<file path="src/design/flash_host_pkg.sv">
// Purpose: Shared constants for the parallel flash command host.
// Assumes: x16 flash on an asynchronous bus, driven from a 125 MHz clock.
// Notes: Command codes, status bit positions and strobe timing live here.
package flash_host_pkg;
  localparam int ADDR_W = 22;
  localparam int DATA_W = 16;
  localparam logic [7:0] CMD_READ_ARRAY = 8'hFF;
  localparam logic [7:0] CMD_READ_STATUS = 8'h70;
  localparam logic [7:0] CMD_READ_CONFIG = 8'h90;
  localparam logic [7:0] CMD_READ_QUERY = 8'h98;
  localparam logic [7:0] CMD_LOCK_SETUP = 8'h60;
  localparam logic [7:0] CMD_PROT_SETUP = 8'hC0;
  localparam logic [7:0] CMD_LOCK_BLOCK = 8'h01;
  localparam logic [7:0] CMD_LOCK_DOWN = 8'h2F;
  localparam logic [7:0] CMD_UNLOCK = 8'hD0;
  localparam logic [7:0] CMD_RESUME = 8'hD0;
  localparam logic [7:0] CMD_SUSPEND = 8'hB0;
  localparam logic [7:0] CMD_PROG_SETUP = 8'h40;
  localparam logic [7:0] CMD_ERASE_SETUP = 8'h20;
  localparam logic [7:0] CMD_ERASE_CONFIRM = 8'hD0;
  localparam int MACHINE_READY_BIT = 7;
  localparam int PROGRAM_SUSPENDED_BIT = 2;
  localparam int CLK_PERIOD_NS = 8;
  localparam int STROBE_NS = 70;
  localparam int STROBE_CYC = (STROBE_NS + CLK_PERIOD_NS - 1) / CLK_PERIOD_NS;
  localparam int RECOVER_NS = 30;
  localparam int RECOVER_CYC =
    (RECOVER_NS + CLK_PERIOD_NS - 1) / CLK_PERIOD_NS;
  localparam int CNT_W = 4;
  // Host operation codes on op_i.
  typedef enum logic [2:0] {
    OP_WRITE_CMD,
    OP_READ,
    OP_WRITE_PAIR,
    OP_POLL_STATUS,
    OP_SUSPEND,
    OP_RESUME
  } host_op_t;
endpackage

</file>
<file path="src/design/bus_cycle.sv">
// Purpose: One asynchronous flash bus cycle (read or write) with timing.
// Assumes: Flash data pins are a tri-state set split into in, out and enable.
// Notes: A cycle always deasserts both strobes at its end, so consecutive
// status reads toggle the chip enable.
`timescale 1ns/1ns
module bus_cycle
#(
  parameter int HOLD_CYC = flash_host_pkg::STROBE_CYC,
  parameter int GAP_CYC = flash_host_pkg::RECOVER_CYC
)
(
  input wire logic clk_sys_i, // System clock.
  input wire logic rst_n_i, // Synchronised active-low reset.
  input wire logic start_i, // Pulse: begin a cycle.
  input wire logic write_i, // High for a write cycle.
  input wire logic [flash_host_pkg::ADDR_W-1:0] addr_i, // Cycle address.
  input wire logic [flash_host_pkg::DATA_W-1:0] wdata_i, // Write data.
  input wire logic [flash_host_pkg::DATA_W-1:0] dq_i, // Flash data pins in.
  output logic [flash_host_pkg::ADDR_W-1:0] a_o, // Flash address pins.
  output logic [flash_host_pkg::DATA_W-1:0] dq_o, // Flash data pins out.
  output logic dq_oe_o, // High while driving data pins.
  output logic ce_n_o, // Chip enable, active low.
  output logic oe_n_o, // Output enable, active low.
  output logic we_n_o, // Write enable, active low.
  output logic [flash_host_pkg::DATA_W-1:0] rdata_o, // Data from a read.
  output logic done_o // Pulse: cycle finished.
);
  import flash_host_pkg::*;

  typedef enum {CY_IDLE, CY_STROBE, CY_GAP} cyc_state_t;
  cyc_state_t state_reg;
  logic [CNT_W-1:0] cnt_reg;
  logic wr_reg;

  always_ff @(posedge clk_sys_i or negedge rst_n_i)
  begin
    if (!rst_n_i)
    begin
      state_reg <= CY_IDLE;
      cnt_reg <= '0;
      wr_reg <= 1'b0;
      done_o <= 1'b0;
    end
    else
    begin
      done_o <= 1'b0;
      case (state_reg)
        CY_IDLE:
          if (start_i)
          begin
            state_reg <= CY_STROBE;
            wr_reg <= write_i;
            cnt_reg <= CNT_W'(HOLD_CYC - 1);
          end
        CY_STROBE:
          if (cnt_reg == '0)
          begin
            state_reg <= CY_GAP;
            cnt_reg <= CNT_W'(GAP_CYC - 1);
          end
          else
            cnt_reg <= cnt_reg - 1'b1;
        CY_GAP:
          if (cnt_reg == '0)
          begin
            state_reg <= CY_IDLE;
            done_o <= 1'b1;
          end
          else
            cnt_reg <= cnt_reg - 1'b1;
        default:
          state_reg <= CY_IDLE;
      endcase
    end
  end

  // Pin drive: strobes low only in CY_STROBE; data sampled at its last edge.
  always_ff @(posedge clk_sys_i or negedge rst_n_i)
  begin
    if (!rst_n_i)
    begin
      a_o <= '0;
      dq_o <= '0;
      dq_oe_o <= 1'b0;
      ce_n_o <= 1'b1;
      oe_n_o <= 1'b1;
      we_n_o <= 1'b1;
      rdata_o <= '0;
    end
    else
    begin
      if (state_reg == CY_IDLE && start_i)
      begin
        a_o <= addr_i;
        dq_o <= wdata_i;
        dq_oe_o <= write_i;
        ce_n_o <= 1'b0;
        oe_n_o <= write_i;
        we_n_o <= !write_i;
      end
      else if (state_reg == CY_STROBE && cnt_reg == '0)
      begin
        ce_n_o <= 1'b1;
        oe_n_o <= 1'b1;
        we_n_o <= 1'b1;
        if (!wr_reg)
          rdata_o <= dq_i;
      end
      else if (state_reg == CY_GAP && cnt_reg == '0)
        dq_oe_o <= 1'b0;
    end
  end

  // Counts the cycles that chip enable has stood low, for the check below.
  logic [CNT_W-1:0] low_cnt_reg;

  always_ff @(posedge clk_sys_i or negedge rst_n_i)
  begin
    if (!rst_n_i)
      low_cnt_reg <= '0;
    else if (ce_n_o)
      low_cnt_reg <= '0;
    else
      low_cnt_reg <= low_cnt_reg + 1'b1;
  end

  property p_strobe_width;
    @(posedge clk_sys_i) disable iff (!rst_n_i)
      $rose(ce_n_o) |-> low_cnt_reg == CNT_W'(HOLD_CYC);
  endproperty
  a_strobe_width: assert property (p_strobe_width)
    else $error("Strobe width wrong.");
endmodule

</file>
<file path="src/design/flash_cmd_host.sv">
// Purpose: Host controller that drives a flash command interface by pins.
// Assumes: Requests wait for busy_o low; flash pins sampled synchronously.
// Notes: Issues command sequences and polls the status register.
// Notes on behaviour
// - Host writes 0xB0 to suspend programming.
// - Host writes 0x70 then reads status.
// - Toggle strobe between polls to refresh status.
// - Host writes 0xFF to read array.
// - Suspended reads avoid the programming block.
// - Host resumes with 0xD0 at any address.
// - Lock confirm 01 lock, D0 unlock, 2F down.
`timescale 1ns/1ns
module flash_cmd_host
(
  input wire logic clk_sys_i, // System clock, 125 MHz.
  input wire logic rst_n_i, // Asynchronous active-low reset.
  input wire logic req_i, // Pulse: start an operation.
  input wire flash_host_pkg::host_op_t op_i, // Operation select.
  input wire logic [flash_host_pkg::ADDR_W-1:0] addr_i, // Target address.
  input wire logic [flash_host_pkg::DATA_W-1:0] data_i, // First word or code.
  input wire logic [flash_host_pkg::DATA_W-1:0] data2_i, // Second word.
  input wire logic [flash_host_pkg::DATA_W-1:0] dq_i, // Flash data pins in.
  output logic [flash_host_pkg::ADDR_W-1:0] a_o, // Flash address pins.
  output logic [flash_host_pkg::DATA_W-1:0] dq_o, // Flash data pins out.
  output logic dq_oe_o, // Data pin drive enable.
  output logic ce_n_o, // Flash chip enable, low active.
  output logic oe_n_o, // Flash output enable, low active.
  output logic we_n_o, // Flash write enable, low active.
  output logic busy_o, // High while an operation runs.
  output logic done_o, // Pulse: operation finished.
  output logic [flash_host_pkg::DATA_W-1:0] rdata_o, // Read or status data.
  output logic suspended_o, // Program was suspended (level).
  output logic in_suspend_o // Host believes program is suspended.
);
  import flash_host_pkg::*;

  typedef enum {
    H_IDLE, H_CYC1, H_CYC2, H_POLL_CMD, H_POLL_RD, H_READ_ARRAY
  } host_state_t;

  logic [1:0] rst_sync_reg;
  logic rst_n;
  host_state_t state_reg;
  host_op_t op_reg;
  logic [ADDR_W-1:0] addr_reg;
  logic [DATA_W-1:0] d1_reg;
  logic [DATA_W-1:0] d2_reg;
  logic cyc_start_reg;
  logic cyc_write_reg;
  logic [DATA_W-1:0] cyc_wdata_reg;
  logic [DATA_W-1:0] cyc_rdata;
  logic cyc_done;

  function automatic logic [DATA_W-1:0] cmd_word(input logic [7:0] c);
    cmd_word = {{(DATA_W-8){1'b0}}, c};
  endfunction

  always_ff @(posedge clk_sys_i or negedge rst_n_i)
  begin
    if (!rst_n_i)
      rst_sync_reg <= 2'h0;
    else
      rst_sync_reg <= {rst_sync_reg[0], 1'b1};
  end
  assign rst_n = rst_sync_reg[1];

  bus_cycle bus_cycle_inst (
    .clk_sys_i(clk_sys_i), .rst_n_i(rst_n), .start_i(cyc_start_reg),
    .write_i(cyc_write_reg), .addr_i(addr_reg), .wdata_i(cyc_wdata_reg),
    .dq_i(dq_i), .a_o(a_o), .dq_o(dq_o), .dq_oe_o(dq_oe_o),
    .ce_n_o(ce_n_o), .oe_n_o(oe_n_o), .we_n_o(we_n_o),
    .rdata_o(cyc_rdata), .done_o(cyc_done)
  );

  // Sequencer: each state issues one bus cycle and waits for it to end.
  always_ff @(posedge clk_sys_i or negedge rst_n)
  begin
    if (!rst_n)
    begin
      state_reg <= H_IDLE;
      op_reg <= OP_WRITE_CMD;
      addr_reg <= '0;
      d1_reg <= '0;
      d2_reg <= '0;
      cyc_start_reg <= 1'b0;
      cyc_write_reg <= 1'b0;
      cyc_wdata_reg <= '0;
    end
    else
    begin
      cyc_start_reg <= 1'b0;
      case (state_reg)
        H_IDLE:
          if (req_i)
          begin
            op_reg <= op_i;
            addr_reg <= addr_i;
            d1_reg <= data_i;
            d2_reg <= data2_i;
            cyc_start_reg <= 1'b1;
            state_reg <= H_CYC1;
            case (op_i)
              OP_READ:
                cyc_write_reg <= 1'b0;
              OP_SUSPEND:
              begin
                cyc_write_reg <= 1'b1;
                cyc_wdata_reg <= cmd_word(CMD_SUSPEND);
              end
              OP_RESUME:
              begin
                cyc_write_reg <= 1'b1;
                cyc_wdata_reg <= cmd_word(CMD_RESUME);
              end
              OP_POLL_STATUS:
              begin
                cyc_write_reg <= 1'b1;
                cyc_wdata_reg <= cmd_word(CMD_READ_STATUS);
                state_reg <= H_POLL_CMD;
              end
              default:
              begin
                // Setup code first; lock, erase and program pairs.
                cyc_write_reg <= 1'b1;
                cyc_wdata_reg <= data_i;
              end
            endcase
          end
        H_CYC1:
          if (cyc_done)
          begin
            if (op_reg == OP_WRITE_PAIR)
            begin
              // Second word is data or confirm, taken as is.
              cyc_wdata_reg <= d2_reg;
              cyc_write_reg <= 1'b1;
              cyc_start_reg <= 1'b1;
              state_reg <= H_CYC2;
            end
            else if (op_reg == OP_SUSPEND)
            begin
              cyc_wdata_reg <= cmd_word(CMD_READ_STATUS);
              cyc_write_reg <= 1'b1;
              cyc_start_reg <= 1'b1;
              state_reg <= H_POLL_CMD;
            end
            else
              state_reg <= H_IDLE;
          end
        H_CYC2:
          if (cyc_done)
            state_reg <= H_IDLE;
        H_POLL_CMD:
          if (cyc_done)
          begin
            cyc_write_reg <= 1'b0;
            cyc_start_reg <= 1'b1;
            state_reg <= H_POLL_RD;
          end
        H_POLL_RD:
          if (cyc_done)
          begin
            // Each new read cycle toggles the strobes again.
            if (!cyc_rdata[MACHINE_READY_BIT])
            begin
              cyc_write_reg <= 1'b0;
              cyc_start_reg <= 1'b1;
            end
            else if (op_reg == OP_SUSPEND)
            begin
              // Suspended or completed, read array follows.
              cyc_wdata_reg <= cmd_word(CMD_READ_ARRAY);
              cyc_write_reg <= 1'b1;
              cyc_start_reg <= 1'b1;
              state_reg <= H_READ_ARRAY;
            end
            else
              state_reg <= H_IDLE;
          end
        H_READ_ARRAY:
          if (cyc_done)
            state_reg <= H_IDLE;
        default:
          state_reg <= H_IDLE;
      endcase
    end
  end

  // Result reporting for the user side.
  always_ff @(posedge clk_sys_i or negedge rst_n)
  begin
    if (!rst_n)
    begin
      busy_o <= 1'b0;
      done_o <= 1'b0;
      rdata_o <= '0;
      suspended_o <= 1'b0;
      in_suspend_o <= 1'b0;
    end
    else
    begin
      done_o <= 1'b0;
      if (state_reg == H_IDLE && req_i)
        busy_o <= 1'b1;
      if (cyc_done && (state_reg == H_CYC1 || state_reg == H_CYC2) &&
          !(state_reg == H_CYC1 &&
            (op_reg == OP_WRITE_PAIR || op_reg == OP_SUSPEND)))
      begin
        busy_o <= 1'b0;
        done_o <= 1'b1;
        if (op_reg == OP_READ)
          rdata_o <= cyc_rdata;
        if (op_reg == OP_RESUME)
          in_suspend_o <= 1'b0;
      end
      if (state_reg == H_POLL_RD && cyc_done &&
          cyc_rdata[MACHINE_READY_BIT])
      begin
        rdata_o <= cyc_rdata;
        if (op_reg == OP_SUSPEND)
        begin
          suspended_o <= cyc_rdata[PROGRAM_SUSPENDED_BIT];
          in_suspend_o <= cyc_rdata[PROGRAM_SUSPENDED_BIT];
        end
        else
        begin
          busy_o <= 1'b0;
          done_o <= 1'b1;
        end
      end
      if (state_reg == H_READ_ARRAY && cyc_done)
      begin
        busy_o <= 1'b0;
        done_o <= 1'b1;
      end
    end
  end

  property p_poll_until_ready;
    @(posedge clk_sys_i) disable iff (!rst_n)
      (state_reg == H_POLL_RD && cyc_done && !cyc_rdata[MACHINE_READY_BIT])
        |=> cyc_start_reg && state_reg == H_POLL_RD;
  endproperty
  a_poll_until_ready: assert property (p_poll_until_ready)
    else $error("Busy status did not trigger another poll.");
  property p_suspend_code;
    @(posedge clk_sys_i) disable iff (!rst_n)
      (state_reg == H_IDLE && req_i && op_i == OP_SUSPEND)
        |=> cyc_wdata_reg == cmd_word(CMD_SUSPEND) && cyc_start_reg;
  endproperty
  a_suspend_code: assert property (p_suspend_code)
    else $error("Suspend code not issued.");
  property p_resume_code;
    @(posedge clk_sys_i) disable iff (!rst_n)
      (state_reg == H_IDLE && req_i && op_i == OP_RESUME)
        |=> cyc_wdata_reg == cmd_word(CMD_RESUME);
  endproperty
  a_resume_code: assert property (p_resume_code)
    else $error("Resume code not issued.");
  property p_status_cmd;
    @(posedge clk_sys_i) disable iff (!rst_n)
      $rose(state_reg == H_POLL_CMD)
        |-> cyc_wdata_reg == cmd_word(CMD_READ_STATUS) && cyc_write_reg;
  endproperty
  a_status_cmd: assert property (p_status_cmd)
    else $error("Status poll without read-status command.");
  property p_suspended_flag;
    @(posedge clk_sys_i) disable iff (!rst_n)
      (state_reg == H_POLL_RD && cyc_done && cyc_rdata[MACHINE_READY_BIT]
        && op_reg == OP_SUSPEND)
        |=> suspended_o == $past(cyc_rdata[PROGRAM_SUSPENDED_BIT]);
  endproperty
  a_suspended_flag: assert property (p_suspended_flag)
    else $error("Suspended flag does not match status.");
  property p_array_after_suspend;
    @(posedge clk_sys_i) disable iff (!rst_n)
      $rose(state_reg == H_READ_ARRAY)
        |-> cyc_wdata_reg == cmd_word(CMD_READ_ARRAY);
  endproperty
  a_array_after_suspend: assert property (p_array_after_suspend)
    else $error("Read array code missing after suspend.");
  property p_pair_second;
    @(posedge clk_sys_i) disable iff (!rst_n)
      $rose(state_reg == H_CYC2) |-> cyc_wdata_reg == d2_reg;
  endproperty
  a_pair_second: assert property (p_pair_second)
    else $error("Second word of pair wrong.");
endmodule

</file>
<file path="config.mk">
export PLATFORM = sky130hd
export DESIGN_NAME = flash_cmd_host
export DESIGN_NICKNAME = d
export VERILOG_FILES = /design/src/design/flash_host_pkg.sv /design/src/design/bus_cycle.sv /design/src/design/flash_cmd_host.sv
export SDC_FILE = /design/constraint.sdc
export NUM_CORES = 1
export LEC_CHECK = 0
export BUFFER_PORTS_ARGS = -buffer_cell sky130_fd_sc_hd__buf_4
export CORE_ASPECT_RATIO = 1.4
export CORE_UTILIZATION = 38
export DETAILED_ROUTE_END_ITERATION = 8
export SETUP_SLACK_MARGIN = 0.5
export SYNTH_ARGS = -nofsm -noshare
export SYNTH_HDL_FRONTEND = slang
export SYNTH_SLANG_ARGS = --single-unit
</file>
<file path="constraint.sdc">
create_clock -name clk_sys_i -period 5.6 [get_ports clk_sys_i]
set_input_delay 0.84 -clock clk_sys_i [delete_from_list [all_inputs] [get_ports clk_sys_i]]
set_output_delay 0.84 -clock clk_sys_i [all_outputs]
set_load 0.1 [all_outputs]
</file>
### After elaboration in Yosys (flattened, before gate mapping)

Cells that the tools add are included.

| word-level totals | value |
|---|---|
| bits in registers | 209 |
| latch bits | 0 |
| RAM bits | 0 |
| memory bits (read-only) | 0 |
| output and inout port bits | 62 |
| word-level logic and storage cells | 170 |
| memories kept | 0 |

| operators by class | value |
|---|---|
| add/sub/neg operators | 1 |
| multiply operators | 0 |
| div/mod/pow operators | 0 |
| magnitude comparators | 0 |
| equal/unequal tests | 35 |
| shift-type cells | 0 |
| multiplexer cells | 70 |
| bitwise logic cells | 2 |
| reductions and logical operators | 38 |

Operators with widths:

| cell | count |
|---|---|
| $mux 32 | 9 |
| $eq 32x2->1 const B | 5 |
| $mux 16 | 10 |
| $pmux 32 s5 | 1 |
| $eq 32x3->1 const B | 4 |
| $logic_not 32->1 | 4 |
| $pmux 32 s3 | 1 |
| $eq 32x1->1 const B | 2 |
| $eq 32x4->1 const B | 2 |
| $pmux 16 s4 | 1 |
| $pmux 16 s3 | 1 |
| $mux 1 | 37 |
| $ne 2x1->1 const B | 8 |
| $eq 3x3->1 const B | 4 |
| $mux 4 | 3 |
| $pmux 4 s3 | 1 |
| $logic_and 1x1->1 | 10 |
| $ne 2x2->1 const B | 5 |
| $reduce_and 2->1 | 5 |
| $reduce_and 3->1 | 3 |
| $pmux 1 s4 | 2 |
| $reduce_and 8->1 | 1 |
| $reduce_bool 2->1 | 4 |
| $eq 3x1->1 const B | 2 |
| 14 further kinds | 21 |

### Longest topological paths before layout

| logic depth | value |
|---|---|
| depth in word-level cells | 9 |
| mapped depth | 8 |
| mapped depth without buffers | 8 |

### Hierarchy

From an unflattened synthesis, not the netlist that was laid out.

| second synthesis, totals | value |
|---|---|
| cell total of the unflattened synthesis | 450 |
| area, all modules | 6457.4 µm² |

Modules (own cells, without submodules):

| module | times used | cells an instance | area an instance (µm²) | seq. area each (µm²) |
|---|---|---|---|---|
| flash_cmd_host | 1 | 267 | 3736.1 | 2102.0 |
| bus_cycle | 1 | 183 | 2721.4 | 1655.3 |

### Worst setup path after synthesis

No wires, ideal clock.

| timing path | value |
|---|---|
| path kind | input to register |
| start point | input op_i[1] |
| end point | register cyc_wdata_reg[10] |
| arrival | 2.168 ns |
| data required time | 5.475 ns |
| path slack | 3.306 ns |
| cell stages on the path | 6 |
| cell sequence | or3b_2 nor3_1 and4bb_1 buf_6 buf_12 mux2_4 |

| on the way | value |
|---|---|
| longest elaborated chain between the ends | 4 |
| elaborated cells on any way between the ends | 9 |
| those cells by class | eq/ne: 5; mux: 3; reduce/logical: 1 |

RTL lines:

| element | line | source |
|---|---|---|
| start: declaration | flash_cmd_host.sv:18 | `input wire flash_host_pkg::host_op_t op_i,` |
| $eq 3x2->1 (tied with other cells) | flash_cmd_host.sv:102 | `case (op_i)` |
| $pmux 16 s4 | flash_cmd_host.sv:102 |  |
| $mux 16 | flash_cmd_host.sv:94 | `if (req_i)` |
| $pmux 16 s3 | flash_cmd_host.sv:92 | `case (state_reg)` |
| end signal: assignment | flash_cmd_host.sv:108 | `cyc_wdata_reg <= cmd_word(CMD_SUSPEND);` |
| end signal: assignment | flash_cmd_host.sv:113 | `cyc_wdata_reg <= cmd_word(CMD_RESUME);` |
| end signal: assignment | flash_cmd_host.sv:118 | `cyc_wdata_reg <= cmd_word(CMD_READ_STATUS);` |
| end: declaration | flash_cmd_host.sv:50 | `logic [DATA_W-1:0] cyc_wdata_reg;` |

Parallel ways exist; a longest one is shown, timed or not. The select of a mux whose other input is x is not followed.
A chain may end at the register's enable or synchronous reset.

### Worst setup path after layout

| timing path | value |
|---|---|
| start point | register state_reg[2] |
| end point | register cyc_wdata_reg[1] |

| on the way | value |
|---|---|
| longest elaborated chain between the ends | 3 |
| elaborated cells on any way between the ends | 13 |
| those cells by class | eq/ne: 9; mux: 1; reduce/logical: 3 |

RTL lines:

| element | line | source |
|---|---|---|
| start: declaration | flash_cmd_host.sv:43 | `host_state_t state_reg;` |
| start signal: assignment | flash_cmd_host.sv:80 | `state_reg <= H_IDLE;` |
| start signal: assignment | flash_cmd_host.sv:101 | `state_reg <= H_CYC1;` |
| start signal: assignment | flash_cmd_host.sv:119 | `state_reg <= H_POLL_CMD;` |
| $eq 32x1->1 (tied with other cells) | flash_cmd_host.sv:92 |  |
| $ne 3x3->1 (no line) (tied with other cells) | n/a |  |
| $reduce_and 8->1 (no line) | n/a |  |

Parallel ways exist; a longest one is shown, timed or not.

==> impl_results.md <==
- Register Area: 3760 um^2
- Num CTS Buffers: 17
- Critical path class: register to register
- VDD IR-drop max: approximately 200 uV
- Critical path, cell by cell: nand3_1, a31oi_1, and4bb_1, mux2_2
- Endpoints failing hold: 0
- Largest cells by area after synthesis: dfrtp_1 (58%), mux2_2 (21%), mux2_4 (2.4%)
- Worst Path Max Fanout: 20
- Worst Skew: 11.2 ps
- Yosys reg bits: 150
- Row count: 55
- Initial antenna violation count: 0
- Multi-input gate area: between 2000 and 2500 um^2
- Vias post-DR: 4100
- Worst path slowest cell: and4bb_1
- Leakage: 4.05 nW
- Pins over their slew limit: 0
- Setup Fix Bufs, Post-CTS: 0
- Worst Tran Pin Value: 1010 ps
- Vias in the first global route: 4403
- Nets@finish: roughly 670
- EDFF count, synth: 0
- DRC: 8
- Slew headroom: 32.7%
- Syn Inst Count: approximately 450
- Worst Reg-to-Reg Cells: 4
- P_sw: 0.494 mW
- Failing checks: DRC
- First-pass GRT wire length: 22.1 mm
- # fillers: 1453
- Synthesis-to-layout area growth: 28.6%
- Comb pwr share: under 10%
- Async S/R FF share, synth: 100%
- Post-CTS sizing: 0
- Ys flop type: dfrtp_1
- Die height: 155 um
- Initial Util: between 30% and 40%
- Minimum clock period: 2640 ps
- H-Tree Depth: 4
- Crit. End Element: register
- Grt ovf: 0
- Finish-stage setup viols: 0
- Reg clk slew, reported paths: 60 ps
- DRT Wirelength: ~13 mm
- Fmax: 379 MHz
- Yosys top cell area share: 57.7%
- Mapped Area: 6370 um^2
- Setup crit start kind: register
- Sw frac: 20.6%
- Die width: approximately 110 um
- ANT cells: 0
- Count of unique library cells instantiated by Yosys: 54
- CTS tree: done
- Syn Nets: 533
- Count leader, synth: dfrtp_1
- Critical path arrival: between 2000 and 3000 ps
- ANT nets after route: 0
- Sequential power share: 46.8%
- Leading area contributor after synthesis: dfrtp_1
- Status: complete, but fails checks
- Final Cycle Share: 47.1%
- Later-pin clock latency in the skew report: 410 ps
- Core ar.: 16300 um^2
- Power Density: 293 nW/um^2
- P_int: 1.91 mW
- Tot GR Track Use: between 15 and 20%
- Top-level I/O count: 138
- Max incr delay on CP: roughly 890 ps
- Dpl hpwl: ~9.5 mm
- TritonCTS Sinks: 150
- Max_cap viols: 0
- Synth cell count leaders: dfrtp_1 (147), mux2_2 (120), nand2_1 (13), o21ai_0 (13)
- WL per Instance: 16.8 um
- Die ar.: 17300 um^2
- TNS Setup: 0 ps
- Gpl congestion: ~0.81
- Number of buffers added on ports: 137
- DR vias/cell: 5.12
- Mean Syn Cell Area: 14.1 um^2
- Hold_ws: about 200 ps
- RSZ-0062 raised after global routing: no
- Largest net degree at the start of global routing: 55
- Root buffer cell: clkbuf_16
- First-pass DRT Iterations: 6
- Starting DRT DRC Count: approximately 110
- Synth warn: 0
- Post-synthesis sequential area ratio: approximately three fifths
- CTS Hold Bufs: 0
- Clock Power Share: 48.9%
- Worst-case clock buffer depth: 2
- CP required: 5880 ps
- Proportion of layout cells with a drive suffix above 1: 52.0%
- Min-delay worst type: input pin to asynchronous set/reset pin
[final timing paths]
check / startpoint / endpoint / slack, ps
worst max-delay path: state_reg[2]$_DFFE_PN0P_ / cyc_wdata_reg[1]$_DFFE_PN0P_ / 2960
max in group asynchronous: rst_sync_reg[1]$_DFF_PN0_ / cyc_wdata_reg[3]$_DFFE_PN0P_ / 4160
worst min-delay path: rst_n_i / rst_sync_reg[1]$_DFF_PN0_ / 200
worst min register to register: rst_sync_reg[1]$_DFF_PN0_ / bus_cycle_inst.a_o[14]$_DFFE_PN0P_ / 330
worst max register to register: state_reg[2]$_DFFE_PN0P_ / cyc_wdata_reg[1]$_DFFE_PN0P_ / 2960
min in group clk_sys_i: rst_sync_reg[0]$_DFF_PN0_ / rst_sync_reg[1]$_DFF_PN0_ / 360
[power groups by stage]
stage | registers, mW | logic (mW) | clock network, mW
floorplan | 1.15 | 0.0365 | 0
global placement | 1.14 | 0.103 | 0
detailed placement | 1.14 | 0.106 | 0
CTS | 1.12 | 0.107 | 1.21
global route | 1.13 | 0.115 | 1.25
finish | 1.12 | 0.104 | 1.17
[cell families (layout without fill, tap and decap cells)]
family | count (synthesis) | in the layout | synth area share, %
flops | 150 | 150 | 59.0
mux | 132 | 132 | 23.9
compound gates | 65 | 65 | 7.52
simple gates | 58 | 58 | 5.20
buf+inv | 35 | 186 | 2.67
fa+ha+maj | 6 | 6 | 1.18
xor+xnor | 4 | 4 | 0.550
other cells | 1 | 1 | 0.0588
[final cells by class]
type | count | area share, %
Clock buffer | 22 | 5.79
Inverter | 12 | 0.550
Tap cell | 199 | 3.04
Sequential cell | 150 | 45.9
Clock inverter | 10 | 1.77
Timing Repair Buffer | 142 | 13.0
Multi-Input combinational cell | 266 | 29.9
[layer usage]
metal / track usage, % / share of wire, % / vias to the layer above
li1: - / - / 1907
met1: 19.2 / 41 / 2092
met2: 28.8 / 53 / 84
met3: 3.62 / 4.2 / 17
met4: 6.11 / 1.8 / 0
met5: 0 / 0 / -
[per-stage QoR]
step / area, um^2 / std cells / total power [mW] / util, % / worst slack [ps]
after global routing: 8190 / 801 / 2.49 / 50.2 / 2840
after detailed placement: 7570 / 769 / 1.25 / 46.4 / 2860
after CTS: 8190 / 801 / 2.44 / 50.2 / 3020
final: 8190 / 801 / 2.40 / 50.2 / 2960
after global placement: 7570 / 769 / 1.25 / 46.4 / 2920
after floorplan: 6370 / 451 / 1.19 / - / 1120
[worst max-delay path: cells and delay by family, from the launching register on]
kind | cells | cell delay (ps)
AOI/OAI and AO/OA | 1 | 220
muxes | 1 | 420
and+or+nand+nor | 2 | 1140
DFF | 1 | 720
[layout by cell type, fill, tap and decap left out, types with 3 or more instances in the layout]
cell type  instances
a21oi_1            8
a221o_1            4
a22o_1            12
a31oi_1            5
and2_1             3
buf_4            142
bufinv_16          3
clkbuf_16         17
clkbuf_8           3
dfrtp_1          146
dfstp_2            3
ha_1               6
inv_1             12
mux2_2           120
mux2_4            10
nand2_1           13
nand2b_1           7
nor2_1            10
nor3_1             4
o21ai_0           13
o22a_1             3
or3b_2             3
xor2_1             3
No activity file was read; power rests on OpenSTA's default activity.
